[src/shared/spl_pkg.sv]
// constants and types for the sensor port parameter logic
package spl_pkg;
  localparam logic [11:0] ADDR_PORT_CFG  = 12'h000;
  localparam logic [11:0] ADDR_MAKER     = 12'h004;
  localparam logic [11:0] ADDR_PART      = 12'h008;
  localparam logic [11:0] ADDR_PERIOD    = 12'h00c;
  localparam logic [11:0] ADDR_STATUS    = 12'h010;
  localparam logic [11:0] ADDR_DEV_ID    = 12'h014;
  localparam logic [11:0] ADDR_DEV_MIN   = 12'h018;
  localparam logic [11:0] ADDR_BACKUP    = 12'h01c;
  localparam logic [11:0] ADDR_OUT_LO    = 12'h020;
  localparam logic [11:0] ADDR_OUT_HI    = 12'h024;
  localparam logic [11:0] ADDR_IN_LO     = 12'h028;
  localparam logic [11:0] ADDR_IN_HI     = 12'h02c;
  localparam logic [11:0] ADDR_CTRL      = 12'h030;
  // port_cfg fields
  localparam int PM_LSB    = 0;
  localparam int VAL_LSB   = 4;
  localparam int SWAP_LSB  = 8;
  localparam int FAIL_LSB  = 12;
  localparam int SUP_BIT   = 16;
  localparam int MAP_LSB   = 20;
  localparam int PDLEN_LSB = 24;
  // reset values
  localparam logic [15:0] MAKER_RST  = 16'h0001;
  localparam logic [23:0] PART_RST   = 24'h000001;
  localparam logic [7:0]  PERIOD_RST = 8'h00;
  localparam logic [3:0]  LEN_RST    = 4'h8;
  // cycle time in 0.1 ms units
  localparam logic [11:0] BASE1_OFS  = 12'h040;
  localparam logic [11:0] BASE2_OFS  = 12'h140;
  localparam logic [11:0] MAX_TENTHS = 12'h530;
  localparam logic [11:0] MIN_TENTHS = 12'h004;
  localparam int          TENTH_NS   = 100000;
  localparam int          CLK_NS     = 5;
  localparam int          TENTH_CYC  = TENTH_NS / CLK_NS;
  typedef enum logic [2:0] {
    SPL_PM_OFF, SPL_PM_MANUAL, SPL_PM_AUTO, SPL_PM_DI, SPL_PM_DO
  } spl_mode_type;
  typedef enum logic [2:0] {
    SPL_VAL_NONE, SPL_VAL_V10, SPL_VAL_V11, SPL_VAL_BKRS, SPL_VAL_RS
  } spl_val_type;
  typedef enum logic [1:0] {
    SPL_SW_DIRECT, SPL_SW_16, SPL_SW_32, SPL_SW_ALL
  } spl_swap_type;
  typedef enum logic [1:0] {
    SPL_FL_ZERO_VALID, SPL_FL_HOLD, SPL_FL_ZERO_INVALID
  } spl_fail_type;
endpackage

[src/hdl/spl_swap.sv]
// byte swap of the mapped process data area
`timescale 1ns/1ps
module spl_swap #(
  parameter int BYTES = 8
) (
  input  wire logic [BYTES*8-1:0] din,
  input  wire logic [1:0]         mode,
  input  wire logic [3:0]         map_len,
  input  wire logic [3:0]         pd_len,
  output logic      [BYTES*8-1:0] dout
);
  if (BYTES != 8) begin : g_size_chk
    $error("spl_swap supports 8 bytes only");
  end
  logic [7:0] fill [BYTES];
  always_comb begin
    for (int i = 0; i < BYTES; i++) begin
      // short device data zero-filled, then swapped as data
      fill[i] = (i < pd_len && i < map_len) ? din[i*8 +: 8] : 8'h00;
    end
    dout = '0;
    for (int i = 0; i < BYTES; i++) begin
      if (i < map_len) begin
        case (mode)
          2'd1:    dout[i*8 +: 8] = fill[i ^ 1];
          2'd2:    dout[i*8 +: 8] = (map_len == 4'd2) ? fill[i] : fill[i ^ 3];
          2'd3:    dout[i*8 +: 8] = fill[map_len - 1 - i];
          default: dout[i*8 +: 8] = fill[i];
        endcase
      end
    end
  end
endmodule

[src/hdl/spl_top.sv]
// per-channel parameter logic of a sensor port with apb registers
// Summary of operation
// no check: no compare, no backup
// validation only in manual start-up
// storage only manual with v1.1 backup modes
// backup copies device set, restore writes back
// 16-bit maker code, default 0x0001
// 24-bit part code, default 0x000001
// supply switch, class b only, default off
// period 0 uses device minimum
// at or below minimum runs at minimum
// low six multiplier, top two base
// base 00 tenths, 1..3 give 0.4
// base 01 is 6.4 plus 0.4 steps
// base 10 1.6 steps, top saturates
// direct passes, 16-bit swaps pairs
// 32-bit reverses each word
// whole-area reverses entire area
// two-byte area ignores 32-bit swap
// short data zero-filled, swapped too
// fault zero-valid: zero outputs, valid high
// fault hold: last value, valid high
// fault zero-invalid: zero, valid low
// identity mismatch blocks normal exchange
// leaving manual forces no check
// identity change clears backup
//
// The APB register port and the placing of the registers were decided locally.
`timescale 1ns/1ps
module spl_top #(
  parameter bit CLASS_B = 1'b1
) (
  input  wire logic        pclk,
  input  wire logic        presetn,
  input  wire logic        psel,
  input  wire logic        penable,
  input  wire logic        pwrite,
  input  wire logic [11:0] paddr,
  input  wire logic [31:0] pwdata,
  input  wire logic [3:0]  pstrb,
  output logic      [31:0] prdata,
  output logic             pready,
  output logic             pslverr,
  input  wire logic        bus_fault,
  output logic             supply_on,
  output logic      [63:0] pd_out,
  output logic             pd_out_valid,
  output logic             exchange_en,
  output logic             cycle_tick,
  output logic      [63:0] pd_in_mapped
);
  logic [2:0]  mode_ff;
  logic [2:0]  val_ff;
  logic [1:0]  swap_ff;
  logic [1:0]  fail_ff;
  logic        sup_ff;
  logic [3:0]  map_ff;
  logic [3:0]  pdlen_ff;
  logic [15:0] maker_code_param_ff;
  logic [23:0] part_code_param_ff;
  logic [7:0]  port_period_param_ff;
  logic [15:0] dev_maker_ff;
  logic [23:0] dev_part_ff;
  logic [11:0] dev_min_ff;
  logic [63:0] param_backup_store_ff;
  logic        store_has_ff;
  logic [63:0] dev_param_ff;
  logic [63:0] host_out_ff;
  logic [63:0] dev_in_ff;
  logic        f_s1_ff;
  logic        fault_ff;
  logic        restore_ff;
  logic        id_ok_ff;
  logic [11:0] period_ff;
  logic [31:0] tenth_cnt_ff;
  logic [11:0] tick_cnt_ff;
  logic [31:0] nxt_prdata;
  logic [63:0] swapped;
  logic        wr;
  logic        rd;
  logic        manual;
  logic        cmp_en;
  logic        ds_en;
  logic        id_wr;
  logic        backup_go;
  logic        restore_go;
  logic [11:0] req_tenths;
  logic [11:0] eff_tenths;

  assign wr     = psel && penable && pwrite;
  assign rd     = psel && !penable && !pwrite;
  assign manual = (mode_ff == 3'(spl_pkg::SPL_PM_MANUAL));
  // compare active only in manual mode and a checking setting
  assign cmp_en = manual && (val_ff != 3'(spl_pkg::SPL_VAL_NONE));
  assign ds_en  = manual && (val_ff == 3'(spl_pkg::SPL_VAL_BKRS) ||
                             val_ff == 3'(spl_pkg::SPL_VAL_RS));

  function automatic logic [31:0] merge(input logic [31:0] old, input logic [31:0] nw,
                                        input logic [3:0] be);
    logic [31:0] r;
    r = old;
    for (int b = 0; b < 4; b++) begin
      if (be[b]) r[b*8 +: 8] = nw[b*8 +: 8];
    end
    return r;
  endfunction

  // apb answers at once: zero wait states
  always_ff @(posedge pclk or negedge presetn) begin
    if (!presetn) begin
      pready  <= 1'b0;
      pslverr <= 1'b0;
      prdata  <= 32'h0000_0000;
    end else begin
      pready  <= psel && !penable;
      pslverr <= psel && !penable && (paddr > spl_pkg::ADDR_CTRL || paddr[1:0] != 2'b00);
      if (rd) begin
        prdata <= nxt_prdata;
      end
    end
  end

  always_comb begin
    nxt_prdata = 32'h0000_0000;
    case (paddr)
      spl_pkg::ADDR_PORT_CFG: begin
        nxt_prdata[spl_pkg::PM_LSB +: 3]    = mode_ff;
        nxt_prdata[spl_pkg::VAL_LSB +: 3]   = val_ff;
        nxt_prdata[spl_pkg::SWAP_LSB +: 2]  = swap_ff;
        nxt_prdata[spl_pkg::FAIL_LSB +: 2]  = fail_ff;
        nxt_prdata[spl_pkg::SUP_BIT]        = sup_ff;
        nxt_prdata[spl_pkg::MAP_LSB +: 4]   = map_ff;
        nxt_prdata[spl_pkg::PDLEN_LSB +: 4] = pdlen_ff;
      end
      spl_pkg::ADDR_MAKER:  nxt_prdata[15:0] = maker_code_param_ff;
      spl_pkg::ADDR_PART:   nxt_prdata[23:0] = part_code_param_ff;
      spl_pkg::ADDR_PERIOD: nxt_prdata = {4'h0, eff_tenths, 8'h00, port_period_param_ff};
      spl_pkg::ADDR_STATUS: nxt_prdata = {26'h0, fault_ff, id_ok_ff, store_has_ff,
                                          ds_en, cmp_en, exchange_en};
      spl_pkg::ADDR_DEV_ID: nxt_prdata = {dev_part_ff[15:0], dev_maker_ff};
      spl_pkg::ADDR_DEV_MIN: nxt_prdata = {20'h0, dev_min_ff};
      spl_pkg::ADDR_BACKUP: nxt_prdata = param_backup_store_ff[31:0];
      spl_pkg::ADDR_OUT_LO: nxt_prdata = dev_param_ff[31:0];
      spl_pkg::ADDR_OUT_HI: nxt_prdata = dev_param_ff[63:32];
      spl_pkg::ADDR_IN_LO:  nxt_prdata = pd_in_mapped[31:0];
      spl_pkg::ADDR_IN_HI:  nxt_prdata = pd_in_mapped[63:32];
      default:              nxt_prdata = 32'h0000_0000;
    endcase
  end

  // port configuration
  always_ff @(posedge pclk or negedge presetn) begin
    if (!presetn) begin
      mode_ff  <= 3'(spl_pkg::SPL_PM_OFF);
      val_ff   <= 3'(spl_pkg::SPL_VAL_NONE);
      swap_ff  <= 2'(spl_pkg::SPL_SW_DIRECT);
      fail_ff  <= 2'(spl_pkg::SPL_FL_ZERO_INVALID);
      sup_ff   <= 1'b0;
      map_ff   <= spl_pkg::LEN_RST;
      pdlen_ff <= spl_pkg::LEN_RST;
    end else if (wr && paddr == spl_pkg::ADDR_PORT_CFG) begin
      mode_ff  <= pwdata[spl_pkg::PM_LSB +: 3];
      swap_ff  <= pwdata[spl_pkg::SWAP_LSB +: 2];
      fail_ff  <= pwdata[spl_pkg::FAIL_LSB +: 2];
      sup_ff   <= CLASS_B && pwdata[spl_pkg::SUP_BIT];
      map_ff   <= pwdata[spl_pkg::MAP_LSB +: 4];
      pdlen_ff <= pwdata[spl_pkg::PDLEN_LSB +: 4];
      if (pwdata[spl_pkg::PM_LSB +: 3] != 3'(spl_pkg::SPL_PM_MANUAL)) begin
        val_ff <= 3'(spl_pkg::SPL_VAL_NONE);
      end else begin
        val_ff <= pwdata[spl_pkg::VAL_LSB +: 3];
      end
    end
  end

  assign id_wr = wr && (paddr == spl_pkg::ADDR_MAKER || paddr == spl_pkg::ADDR_PART);

  // expected identity codes, zero refused
  always_ff @(posedge pclk or negedge presetn) begin
    if (!presetn) begin
      maker_code_param_ff  <= spl_pkg::MAKER_RST;
      part_code_param_ff   <= spl_pkg::PART_RST;
      port_period_param_ff <= spl_pkg::PERIOD_RST;
      dev_maker_ff         <= 16'h0000;
      dev_part_ff          <= 24'h000000;
      dev_min_ff           <= spl_pkg::MIN_TENTHS;
      host_out_ff          <= 64'h0;
      dev_in_ff            <= 64'h0;
      dev_param_ff         <= 64'h0;
    end else if (wr) begin
      case (paddr)
        spl_pkg::ADDR_MAKER: begin
          if (pwdata[15:0] != 16'h0000) maker_code_param_ff <= pwdata[15:0];
        end
        spl_pkg::ADDR_PART: begin
          if (pwdata[23:0] != 24'h0) part_code_param_ff <= pwdata[23:0];
        end
        spl_pkg::ADDR_PERIOD: port_period_param_ff <= pwdata[7:0];
        spl_pkg::ADDR_DEV_ID: begin
          dev_maker_ff <= pwdata[15:0];
          dev_part_ff  <= {8'h00, pwdata[31:16]};
        end
        spl_pkg::ADDR_DEV_MIN: dev_min_ff <= pwdata[11:0];
        spl_pkg::ADDR_OUT_LO: host_out_ff[31:0] <= merge(host_out_ff[31:0], pwdata, pstrb);
        spl_pkg::ADDR_OUT_HI: host_out_ff[63:32] <= merge(host_out_ff[63:32], pwdata, pstrb);
        spl_pkg::ADDR_IN_LO: dev_in_ff[31:0] <= pwdata;
        spl_pkg::ADDR_IN_HI: dev_in_ff[63:32] <= pwdata;
        spl_pkg::ADDR_BACKUP: dev_param_ff <= {dev_param_ff[31:0], pwdata};
        default: ;
      endcase
    end
  end

  // ctrl: bit0 backup request, bit1 restore request
  assign backup_go  = wr && paddr == spl_pkg::ADDR_CTRL && pwdata[0] && ds_en &&
                      val_ff == 3'(spl_pkg::SPL_VAL_BKRS);
  assign restore_go = wr && paddr == spl_pkg::ADDR_CTRL && pwdata[1] && ds_en && store_has_ff;

  always_ff @(posedge pclk or negedge presetn) begin
    if (!presetn) begin
      param_backup_store_ff <= 64'h0;
      store_has_ff          <= 1'b0;
      restore_ff            <= 1'b0;
    end else begin
      restore_ff <= restore_go;
      if (!ds_en || id_wr) begin
        param_backup_store_ff <= 64'h0;
        store_has_ff          <= 1'b0;
      end else if (backup_go) begin
        param_backup_store_ff <= dev_param_ff;
        store_has_ff          <= 1'b1;
      end
    end
  end

  // identity compare gates exchange
  always_ff @(posedge pclk or negedge presetn) begin
    if (!presetn) begin
      id_ok_ff    <= 1'b0;
      exchange_en <= 1'b0;
    end else begin
      id_ok_ff    <= dev_maker_ff == maker_code_param_ff && dev_part_ff == part_code_param_ff;
      exchange_en <= (mode_ff == 3'(spl_pkg::SPL_PM_AUTO)) ||
                     (manual && (!cmp_en || id_ok_ff));
    end
  end

  // cycle-time decode in tenths of ms
  always_comb begin
    case (port_period_param_ff[7:6])
      2'b00: req_tenths = {6'h00, port_period_param_ff[5:0]};
      2'b01: req_tenths = spl_pkg::BASE1_OFS + {4'h0, port_period_param_ff[5:0], 2'b00};
      2'b10: req_tenths = spl_pkg::BASE2_OFS + {2'h0, port_period_param_ff[5:0], 4'h0};
      default: req_tenths = spl_pkg::MAX_TENTHS;
    endcase
    if (req_tenths < spl_pkg::MIN_TENTHS) req_tenths = spl_pkg::MIN_TENTHS;
    if (port_period_param_ff == 8'h00 || req_tenths <= dev_min_ff) begin
      eff_tenths = dev_min_ff;
    end else begin
      eff_tenths = req_tenths;
    end
  end

  always_ff @(posedge pclk or negedge presetn) begin
    if (!presetn) begin
      period_ff    <= spl_pkg::MIN_TENTHS;
      tenth_cnt_ff <= 32'h0;
      tick_cnt_ff  <= 12'h000;
      cycle_tick   <= 1'b0;
    end else begin
      period_ff  <= eff_tenths;
      cycle_tick <= 1'b0;
      if (tenth_cnt_ff == 32'(spl_pkg::TENTH_CYC - 1)) begin
        tenth_cnt_ff <= 32'h0;
        if (tick_cnt_ff + 12'h001 >= period_ff) begin
          tick_cnt_ff <= 12'h000;
          cycle_tick  <= exchange_en;
        end else begin
          tick_cnt_ff <= tick_cnt_ff + 12'h001;
        end
      end else begin
        tenth_cnt_ff <= tenth_cnt_ff + 32'h1;
      end
    end
  end

  // fault input is asynchronous
  always_ff @(posedge pclk or negedge presetn) begin
    if (!presetn) begin
      f_s1_ff  <= 1'b0;
      fault_ff <= 1'b0;
    end else begin
      f_s1_ff  <= bus_fault;
      fault_ff <= f_s1_ff;
    end
  end

  // output side toward the device
  always_ff @(posedge pclk or negedge presetn) begin
    if (!presetn) begin
      pd_out       <= 64'h0;
      pd_out_valid <= 1'b0;
      supply_on    <= 1'b0;
    end else begin
      supply_on <= sup_ff;
      if (restore_ff) begin
        pd_out       <= param_backup_store_ff;
        pd_out_valid <= 1'b0;
      end else if (!exchange_en) begin
        pd_out       <= 64'h0;
        pd_out_valid <= 1'b0;
      end else if (!fault_ff) begin
        pd_out       <= host_out_ff;
        pd_out_valid <= 1'b1;
      end else begin
        case (fail_ff)
          2'(spl_pkg::SPL_FL_ZERO_VALID): begin
            pd_out       <= 64'h0;
            pd_out_valid <= 1'b1;
          end
          2'(spl_pkg::SPL_FL_HOLD): pd_out_valid <= 1'b1;
          default: begin
            pd_out       <= 64'h0;
            pd_out_valid <= 1'b0;
          end
        endcase
      end
    end
  end

  spl_swap #(
    .BYTES (8)
  ) u_swap (
    .din     (dev_in_ff),
    .mode    (swap_ff),
    .map_len (map_ff),
    .pd_len  (pdlen_ff),
    .dout    (swapped)
  );

  always_ff @(posedge pclk or negedge presetn) begin
    if (!presetn) begin
      pd_in_mapped <= 64'h0;
    end else begin
      pd_in_mapped <= swapped;
    end
  end

  fault_zero_a: assert property (@(posedge pclk) disable iff (!presetn)
    exchange_en && fault_ff && !restore_ff && fail_ff == 2'd0 |=> pd_out == 64'h0 && pd_out_valid)
    else $error("zero-valid fault output wrong");
  fault_hold_a: assert property (@(posedge pclk) disable iff (!presetn)
    exchange_en && fault_ff && !restore_ff && fail_ff == 2'd1 |=> $stable(pd_out) && pd_out_valid)
    else $error("hold fault output wrong");
  fault_inval_a: assert property (@(posedge pclk) disable iff (!presetn)
    exchange_en && fault_ff && !restore_ff && fail_ff == 2'd2 |=> pd_out == 64'h0 && !pd_out_valid)
    else $error("zero-invalid fault output wrong");
  mode_val_a: assert property (@(posedge pclk) disable iff (!presetn)
    !manual |-> val_ff == 3'd0)
    else $error("validation kept outside manual");
  id_clear_a: assert property (@(posedge pclk) disable iff (!presetn)
    id_wr |=> !store_has_ff)
    else $error("backup kept after id change");
  ds_gate_a: assert property (@(posedge pclk) disable iff (!presetn)
    store_has_ff |-> ds_en || $past(ds_en))
    else $error("storage outside backup modes");
  maker_min_a: assert property (@(posedge pclk) disable iff (!presetn)
    maker_code_param_ff != 16'h0000 && part_code_param_ff != 24'h0)
    else $error("identity code zero");
  period_min_a: assert property (@(posedge pclk) disable iff (!presetn)
    eff_tenths >= dev_min_ff && eff_tenths <= spl_pkg::MAX_TENTHS + dev_min_ff)
    else $error("period below minimum");
endmodule

[config.mk]
export PLATFORM = sky130hd
export DESIGN_NAME = spl_top
export DESIGN_NICKNAME = d
export VERILOG_FILES = /design/src/shared/spl_pkg.sv /design/src/hdl/spl_swap.sv /design/src/hdl/spl_top.sv
export SDC_FILE = /design/constraint.sdc
export NUM_CORES = 1
export LEC_CHECK = 0
export BUFFER_PORTS_ARGS = -buffer_cell sky130_fd_sc_hd__buf_2
export CORE_AREA = 3 3 214 374
export DETAILED_ROUTE_END_ITERATION = 16
export DIE_AREA = 0 0 217 377
export SLEW_MARGIN = 20
export SYNTH_ARGS = -nofsm -noshare
export SYNTH_HDL_FRONTEND = slang
export SYNTH_SLANG_ARGS = --single-unit
[constraint.sdc]
create_clock -name pclk -period 5.1 [get_ports pclk]
set_clock_uncertainty 0.2 [all_clocks]
set_input_delay 1.53 -clock pclk [delete_from_list [all_inputs] [get_ports pclk]]
set_output_delay 1.53 -clock pclk [all_outputs]
set_load 0.01 [all_outputs]
==> results of run 1 <==
## worst paths after layout
kind                       slack, ps                           startpoint                         to  cells past startpoint
max in group asynchronous       2970                              presetn  dev_min_ff[2]$_DFFE_PN1P_                      2
min in group asynchronous        670                              presetn          f_s1_ff$_DFF_PN0_                      1
hold / removal                   210                    f_s1_ff$_DFF_PN0_         fault_ff$_DFF_PN0_                      0
setup / recovery                 710  port_period_param_ff[4]$_DFFE_PN0P_     prdata[21]$_DFFE_PN0P_                     14
setup reg to reg                 710  port_period_param_ff[4]$_DFFE_PN0P_     prdata[21]$_DFFE_PN0P_                     14
hold reg to reg                  210                    f_s1_ff$_DFF_PN0_         fault_ff$_DFF_PN0_                      0
## per-stage QoR
stage	instances	worst slack (ps)
6_report	4253	712
5_1_grt	4248	467
4_1_cts	4247	802
3_5_place_dp	4136	707
3_3_place_gp	4136	727
2_1_floorplan	2967	1170
## metal layers
layer / up-vias / global-route usage (%) / routed length, um
met5: - / 0 / 46
met4: 6 / 28.5 / 14900
met2: 1524 / 57.3 / 68500
met1: 13877 / 38.1 / 49800
met3: 535 / 6.22 / 10500
li1: 11544 / - / -
## layout by cell type, fill, tap and decap left out, types with 24 or more instances in the layout
| cell | instances |
|---|---|
| o211ai_1 | 24 |
| a221oi_1 | 70 |
| nand4_1 | 32 |
| a31oi_1 | 25 |
| a22o_1 | 38 |
| nor4_1 | 31 |
| clkbuf_16 | 59 |
| dfrtp_1 | 582 |
| mux2_2 | 258 |
| inv_1 | 116 |
| nand3_1 | 73 |
| xnor2_1 | 37 |
| nand2_1 | 353 |
| nor3_1 | 46 |
| ha_1 | 35 |
| buf_2 | 218 |
| a222oi_1 | 74 |
| a22oi_1 | 85 |
| o21ai_0 | 130 |
| xor2_1 | 36 |
| a21oi_1 | 166 |
| a21o_1 | 31 |
| nor2_1 | 107 |
| a211oi_1 | 58 |
| buf_4 | 145 |
## power breakdown
group	switching (mW)	internal [mW]
Combinational	0.287	0.0709
Sequential	0.0220	4.73
Clock	2.00	2.74
## final cells by class
type | instances | area (um^2) | area share (%)
repair buffers | 374 | 2390 | 6.72
flip-flops and latches | 594 | 14900 | 41.8
inverters | 118 | 443 | 1.24
diodes | 6 | 15.0 | 0.0421
well taps | 1027 | 1280 | 3.61
clock inverters | 28 | 355 | 0.997
multi-input cells | 2023 | 14500 | 40.8
clock buffers | 83 | 1740 | 4.87
## cell families after synthesis
family | Yosys count | synth area share (%)
AOI/OAI and AO/OA | 854 | 20.0
and+or+nand+nor | 759 | 11.7
DFF | 594 | 48.3
buffers and inverters | 350 | 4.84
muxes | 302 | 11.6
xor gates and xnor gates | 73 | 2.08
adders and majority gates | 35 | 1.42
## worst reg2reg max path, delay by kind of cell, from the launching register on
family	cells	cell delay, ps
buffers and inverters	2	410
and+or+nand+nor	2	690
AOI/OAI and AO/OA	7	1470
muxes	1	400
DFF	1	530
adders and majority gates	2	550
## flip-flops by register name, summed over array words and instances, names as in the netlist, 24 cells and up
name and cells:
dev_in_ff 64, dev_param_ff 64, host_out_ff 64, param_backup_store_ff 64
part_code_param_ff 24, pd_in_mapped 64, pd_out 64, prdata 32
tenth_cnt_ff 32
==> impl_metrics.py, run 1 <==
metrics = {
    "outcome": {
        "outcome": "complete, no violations",
    },
    "global_route": {
        "grt_pass1_wl_um": 202000,
        "gr-total-overflow": 0,
        "first_global_vias": 27152,
        "antenna_found_initial": 10,
        "grtUsageTotal_pct": 34.4,
        "grt_max_degree": 87,
    },
    "yosys": {
        "synth.ff_latch_count": 594,
        "syn_area_um2": 30800,
        "synth_top_area_share_pct": 47.7,
        "synth.yosys.seq_area_share_pct": 48.3,
        "synthCells": 2967,
        "synth_largest_area_cell": "dfrtp_1",
        "ys_warn_count": 0,
        "synthArstFlopShare_pct": 100,
        "netlist_top_cells_count": "587 x dfrtp_1, 353 x nand2_1, 258 x mux2_2",
        "synth_area_per_cell_um2": 10.4,
        "synth_edf_count": 0,
        "ys_top_cells_by_area": "dfrtp_1 48%, mux2_2 9.4%, nand2_1 4.3%",
        "syn_nets": 3056,
        "ys_types": 87,
        "synthFlopType": "dfrtp_1",
        "synth.most_common_cell": "dfrtp_1",
    },
    "drt": {
        "vias": 27486,
        "routed_wirelength_um": 144000,
        "firstDrtPassIters": 6,
        "antenna_left": 0,
        "viasPerCell": 6.46,
        "drtIter0Drc": 3303,
        "wl_per_cell_um": 33.8,
        "drc_errors": 0,
    },
    "sta": {
        "rsz0062_at_grt": "no",
        "tightest_slew_ps": 1220,
        "setup_viol": 0,
        "setup_tns_ps": 0,
        "fmax_mhz": 228,
        "fin_crit_sh_pct": 86.0,
        "relSlewSlack_pct": 18.1,
        "final_max_slew_viol_count": 0,
        "finalHoldViolCount": 0,
        "worst_hold_slack_ps": 207,
        "fin_crit_ps": 4390,
    },
    "clock_tree": {
        "cts_inserted_buffers": 59,
        "clock_latency_ps": 660,
        "clock-root-buffer": "clkbuf_16",
        "cts_resized": 0,
        "tritoncts": "built",
        "cts_setup_buffers": 0,
        "cts_buffer_depth": 3,
        "htreeDepth": 2,
        "cts_hold_buf": 0,
        "clk_pin_slew_ps": 70,
        "clkSinkCount": 594,
    },
    "place": {
        "hpwlAfterDp_um": 106000,
        "dpl_cell_area_um2": 33500,
        "gp_congestion": 1.06,
        "port_buffers": 219,
    },
    "setup_path": {
        "crit_buf_inv": 2,
        "cp_top_family": "compound AO/OA/AOI/OAI gates",
        "path_cells": "inv_1, ha_1, a211oi_1, o221ai_1, nor4_1, a21oi_1, ha_1, nor2b_1, o211ai_1, a21o_1, a31oi_1, buf_4, mux2_2, a31o_2",
        "worstSetupPathType": "reg2reg",
        "cp_max_fo": 11,
        "cp.required_ps": 5440,
        "cpPeakStageDelay_ps": 560,
        "end_kind": "register",
        "crit_top_cell": "ha_1",
        "crit_slowest_cell": "nor4_1",
        "start_kind": "register",
        "arrival_ps": 4730,
    },
    "die": {
        "die_w_um": 217,
        "fp.coreArea_um2": 77400,
        "io_pins": 220,
        "dieArea_um2": 81800,
        "start_util_pct": 39.8,
        "std_cell_rows": 135,
        "die_h_um": 377,
    },
    "layout": {
        "layout.nets": 3259,
        "layout-drive-gt1-share_pct": 25.7,
        "fillerInstances": 7532,
        "final_area_um2": 35600,
        "fin_util_pct": 46.1,
        "syn2layout_area_growth_pct": 15.7,
    },
    "min_path": {
        "hold_path_class": "reg2reg",
    },
    "pwr": {
        "p_per_area_nw_per_um2": 276,
        "power_leakage_nw": 17.1,
        "finalPower_mw": 9.85,
        "ir_worst_vdd_uv": 262,
    },
    "flow_run": {
        "maxCapViolations": 0,
    },
}
Note: power is estimated with default switching activity, not from simulation.
==> inputs of run 2 (changes only) <==
CAP_MARGIN = 20   (was default)
MAX_ROUTING_LAYER = met4   (was default)
clock period = 3.9 ns   (was 5.1 ns; I/O delays follow)
==> impl_metrics.py, run 2 (synthesis gave the netlist of run 1 again) <==
metrics = {
    "clock_tree": {
        "tritoncts": "built",
        "clk_pin_slew_ps": 70,
        "cts_buffer_depth": 3,
        "clock-root-buffer": "clkbuf_16",
        "cts_setup_buffers": 0,
        "clkSinkCount": 594,
        "cts_inserted_buffers": 59,
        "htreeDepth": 2,
        "clock_latency_ps": 680,
    },
    "layout": {
        "layout.nets": 3379,
        "final_area_um2": 37000,
        "layout-drive-gt1-share_pct": 28.6,
        "syn2layout_area_growth_pct": 20.1,
        "fillerInstances": 7387,
        "final_common_cell": "dfrtp_1",
        "stdcell_count": 4375,
        "mostFrequentLayoutCells": "582 x dfrtp_1, 353 x nand2_1, 258 x mux2_2, 237 x buf_4, 218 x buf_2",
    },
    "sta": {
        "tightest_slew_ps": 1140,
        "relSlewSlack_pct": 23.7,
        "setup_viol": 0,
        "fin_crit_ps": 3870,
        "final_max_slew_viol_count": 0,
        "rsz0062_at_grt": "no",
        "fin_crit_sh_pct": 99.3,
        "finalHoldViolCount": 0,
        "fmax_mhz": 258,
    },
    "setup_path": {
        "rrSetupSlack_ps": 30,
        "arrival_ps": 4260,
        "worstSetupPathType": "reg2reg",
        "cp.required_ps": 4280,
        "start_kind": "register",
        "r2r-start": "map_ff[1]$_DFFE_PN0P_",
        "cp_max_fo": 14,
        "critPathLaunch": "map_ff[1]$_DFFE_PN0P_",
        "rr_worst_depth": 10,
        "end_kind": "register",
        "reg2reg_to": "pd_in_mapped[14]$_DFF_PN0_",
    },
    "drt": {
        "viasPerCell": 6.42,
        "drc_errors": 0,
        "wl_per_cell_um": 32.6,
        "antenna_left": 0,
        "firstDrtPassIters": 6,
        "vias": 28093,
        "routed_wirelength_um": 142000,
        "drtIter0Drc": 3910,
    },
    "global_route": {
        "antenna_found_initial": 11,
        "grt_max_degree": 72,
        "grt_pass1_wl_um": 202000,
        "gr-total-overflow": 0,
        "grtUsageTotal_pct": 35.1,
        "first_global_vias": 27450,
    },
    "pwr": {
        "clock_power_share_pct": 48.4,
        "swShare_pct": 23.6,
        "seqPwrFrac_pct": 47.7,
        "internal_power_mw": 9.94,
        "power_leakage_nw": 17.9,
        "power.switching_mw": 3.07,
        "p_per_area_nw_per_um2": 352,
        "pwr-share-comb_pct": 3.8,
        "ir_worst_vdd_uv": 338,
    },
    "place": {
        "gp_congestion": 1.10,
        "dp_cells": 4256,
        "port_buffers": 219,
        "dpl_cell_area_um2": 34800,
        "hpwlAfterDp_um": 106000,
    },
    "die": {
        "fp.coreArea_um2": 77400,
        "std_cell_rows": 135,
        "io_pins": 220,
        "die_w_um": 217,
        "dieArea_um2": 81800,
        "start_util_pct": 39.8,
        "die_h_um": 377,
    },
    "outcome": {
        "outcome": "complete, no violations",
    },
    "min_path": {
        "hold_path_class": "reg2reg",
        "hold_depth": 0,
        "min_to": "fault_ff$_DFF_PN0_",
        "min-delay-start": "f_s1_ff$_DFF_PN0_",
    },
    "flow_run": {
        "maxCapViolations": 0,
    },
}
-- run 2: cell types whose count changed in the layout (fill, tap and decap cells not counted), sizes merged --
cell and delta:
inv +1, clkbuf -4, diode +2, buf +120, bufinv +1, clkinv +2
-- run 2: critical path: stages, from the launching register on --
cell      delay, ps
dfrtp_1         460
inv_1           140
ha_1            320
clkinv_1        320
a221oi_1        490
buf_4           340
a221oi_1        150
nor3_1          490
nor4_1          120
o22ai_1         520
buf_4           230
-- run 2: worst max-delay path by stage --
| stage | depth (start not counted) | end | slack [ps] |
|---|---|---|---|
| floorplan | 14 | prdata[20]$_DFFE_PN0P_ | 50 |
| global placement | 6 | part_code_param_ff[12]$_DFFE_PN0P_ | -60 |
| detailed placement | 10 | prdata[14]$_DFFE_PN0P_ | 20 |
| CTS | 10 | pd_in_mapped[58]$_DFF_PN0_ | 40 |
| global route | 16 | prdata[18]$_DFFE_PN0P_ | 9 |
| finish | 10 | pd_in_mapped[14]$_DFF_PN0_ | 30 |
-- run 2: layout make-up --
cell class	count	area [um^2]	share of cell area [%]
Tap cell	1027	1280	3.48
Timing Repair Buffer	494	3650	9.86
Multi-Input combinational cell	2023	14600	39.4
Sequential cell	594	14900	40.2
Clock inverter	32	427	1.15
Inverter	118	443	1.20
Antenna cell	8	20.0	0.0541
Clock buffer	79	1710	4.63
-- run 2: stage by stage --
stage / hold WS, ps / power, mW / utilization [%] / TNS [ps] / setup WS, ps
finish: 198 / 13.0 / 47.8 / 0 / 27.9
global route: 221 / 13.4 / 47.8 / 0 / 9.30
CTS: 230 / 13.1 / 47.7 / 0 / 37.2
detailed placement: 219 / 6.83 / 45.0 / 0 / 22.4
global placement: 230 / 6.82 / 45.0 / -1160 / -56.4
floorplan: 131 / 6.43 / - / 0 / 49.3
-- run 2: power by group through the flow --
stage                     registers, mW  logic (mW)  clock network [mW]
after floorplan                    6.32       0.109                   0
after global routing               6.21       0.532                6.61
after global placement             6.33       0.495                   0
after detailed placement           6.33       0.499                   0
after CTS                          6.21       0.499                6.38
final                              6.21       0.500                6.30
-- run 2: per-layer routing --
| metal | share of wire, % | track usage (%) | vias up |
|---|---|---|---|
| met5 | 0 | - | - |
| met4 | 10 | 28.2 | 0 |
| met3 | 7.4 | 6.12 | 560 |
| met2 | 48 | 56.4 | 1623 |
| met1 | 35 | 38.1 | 14161 |
| li1 | - | - | 11749 |
-- run 2: what timing repair did --
item | 4_1_cts | 5_1_grt
hold buffers | 0 | 0
gates resized for setup | 0 | 6
setup endpoints to repair | 0 | 16
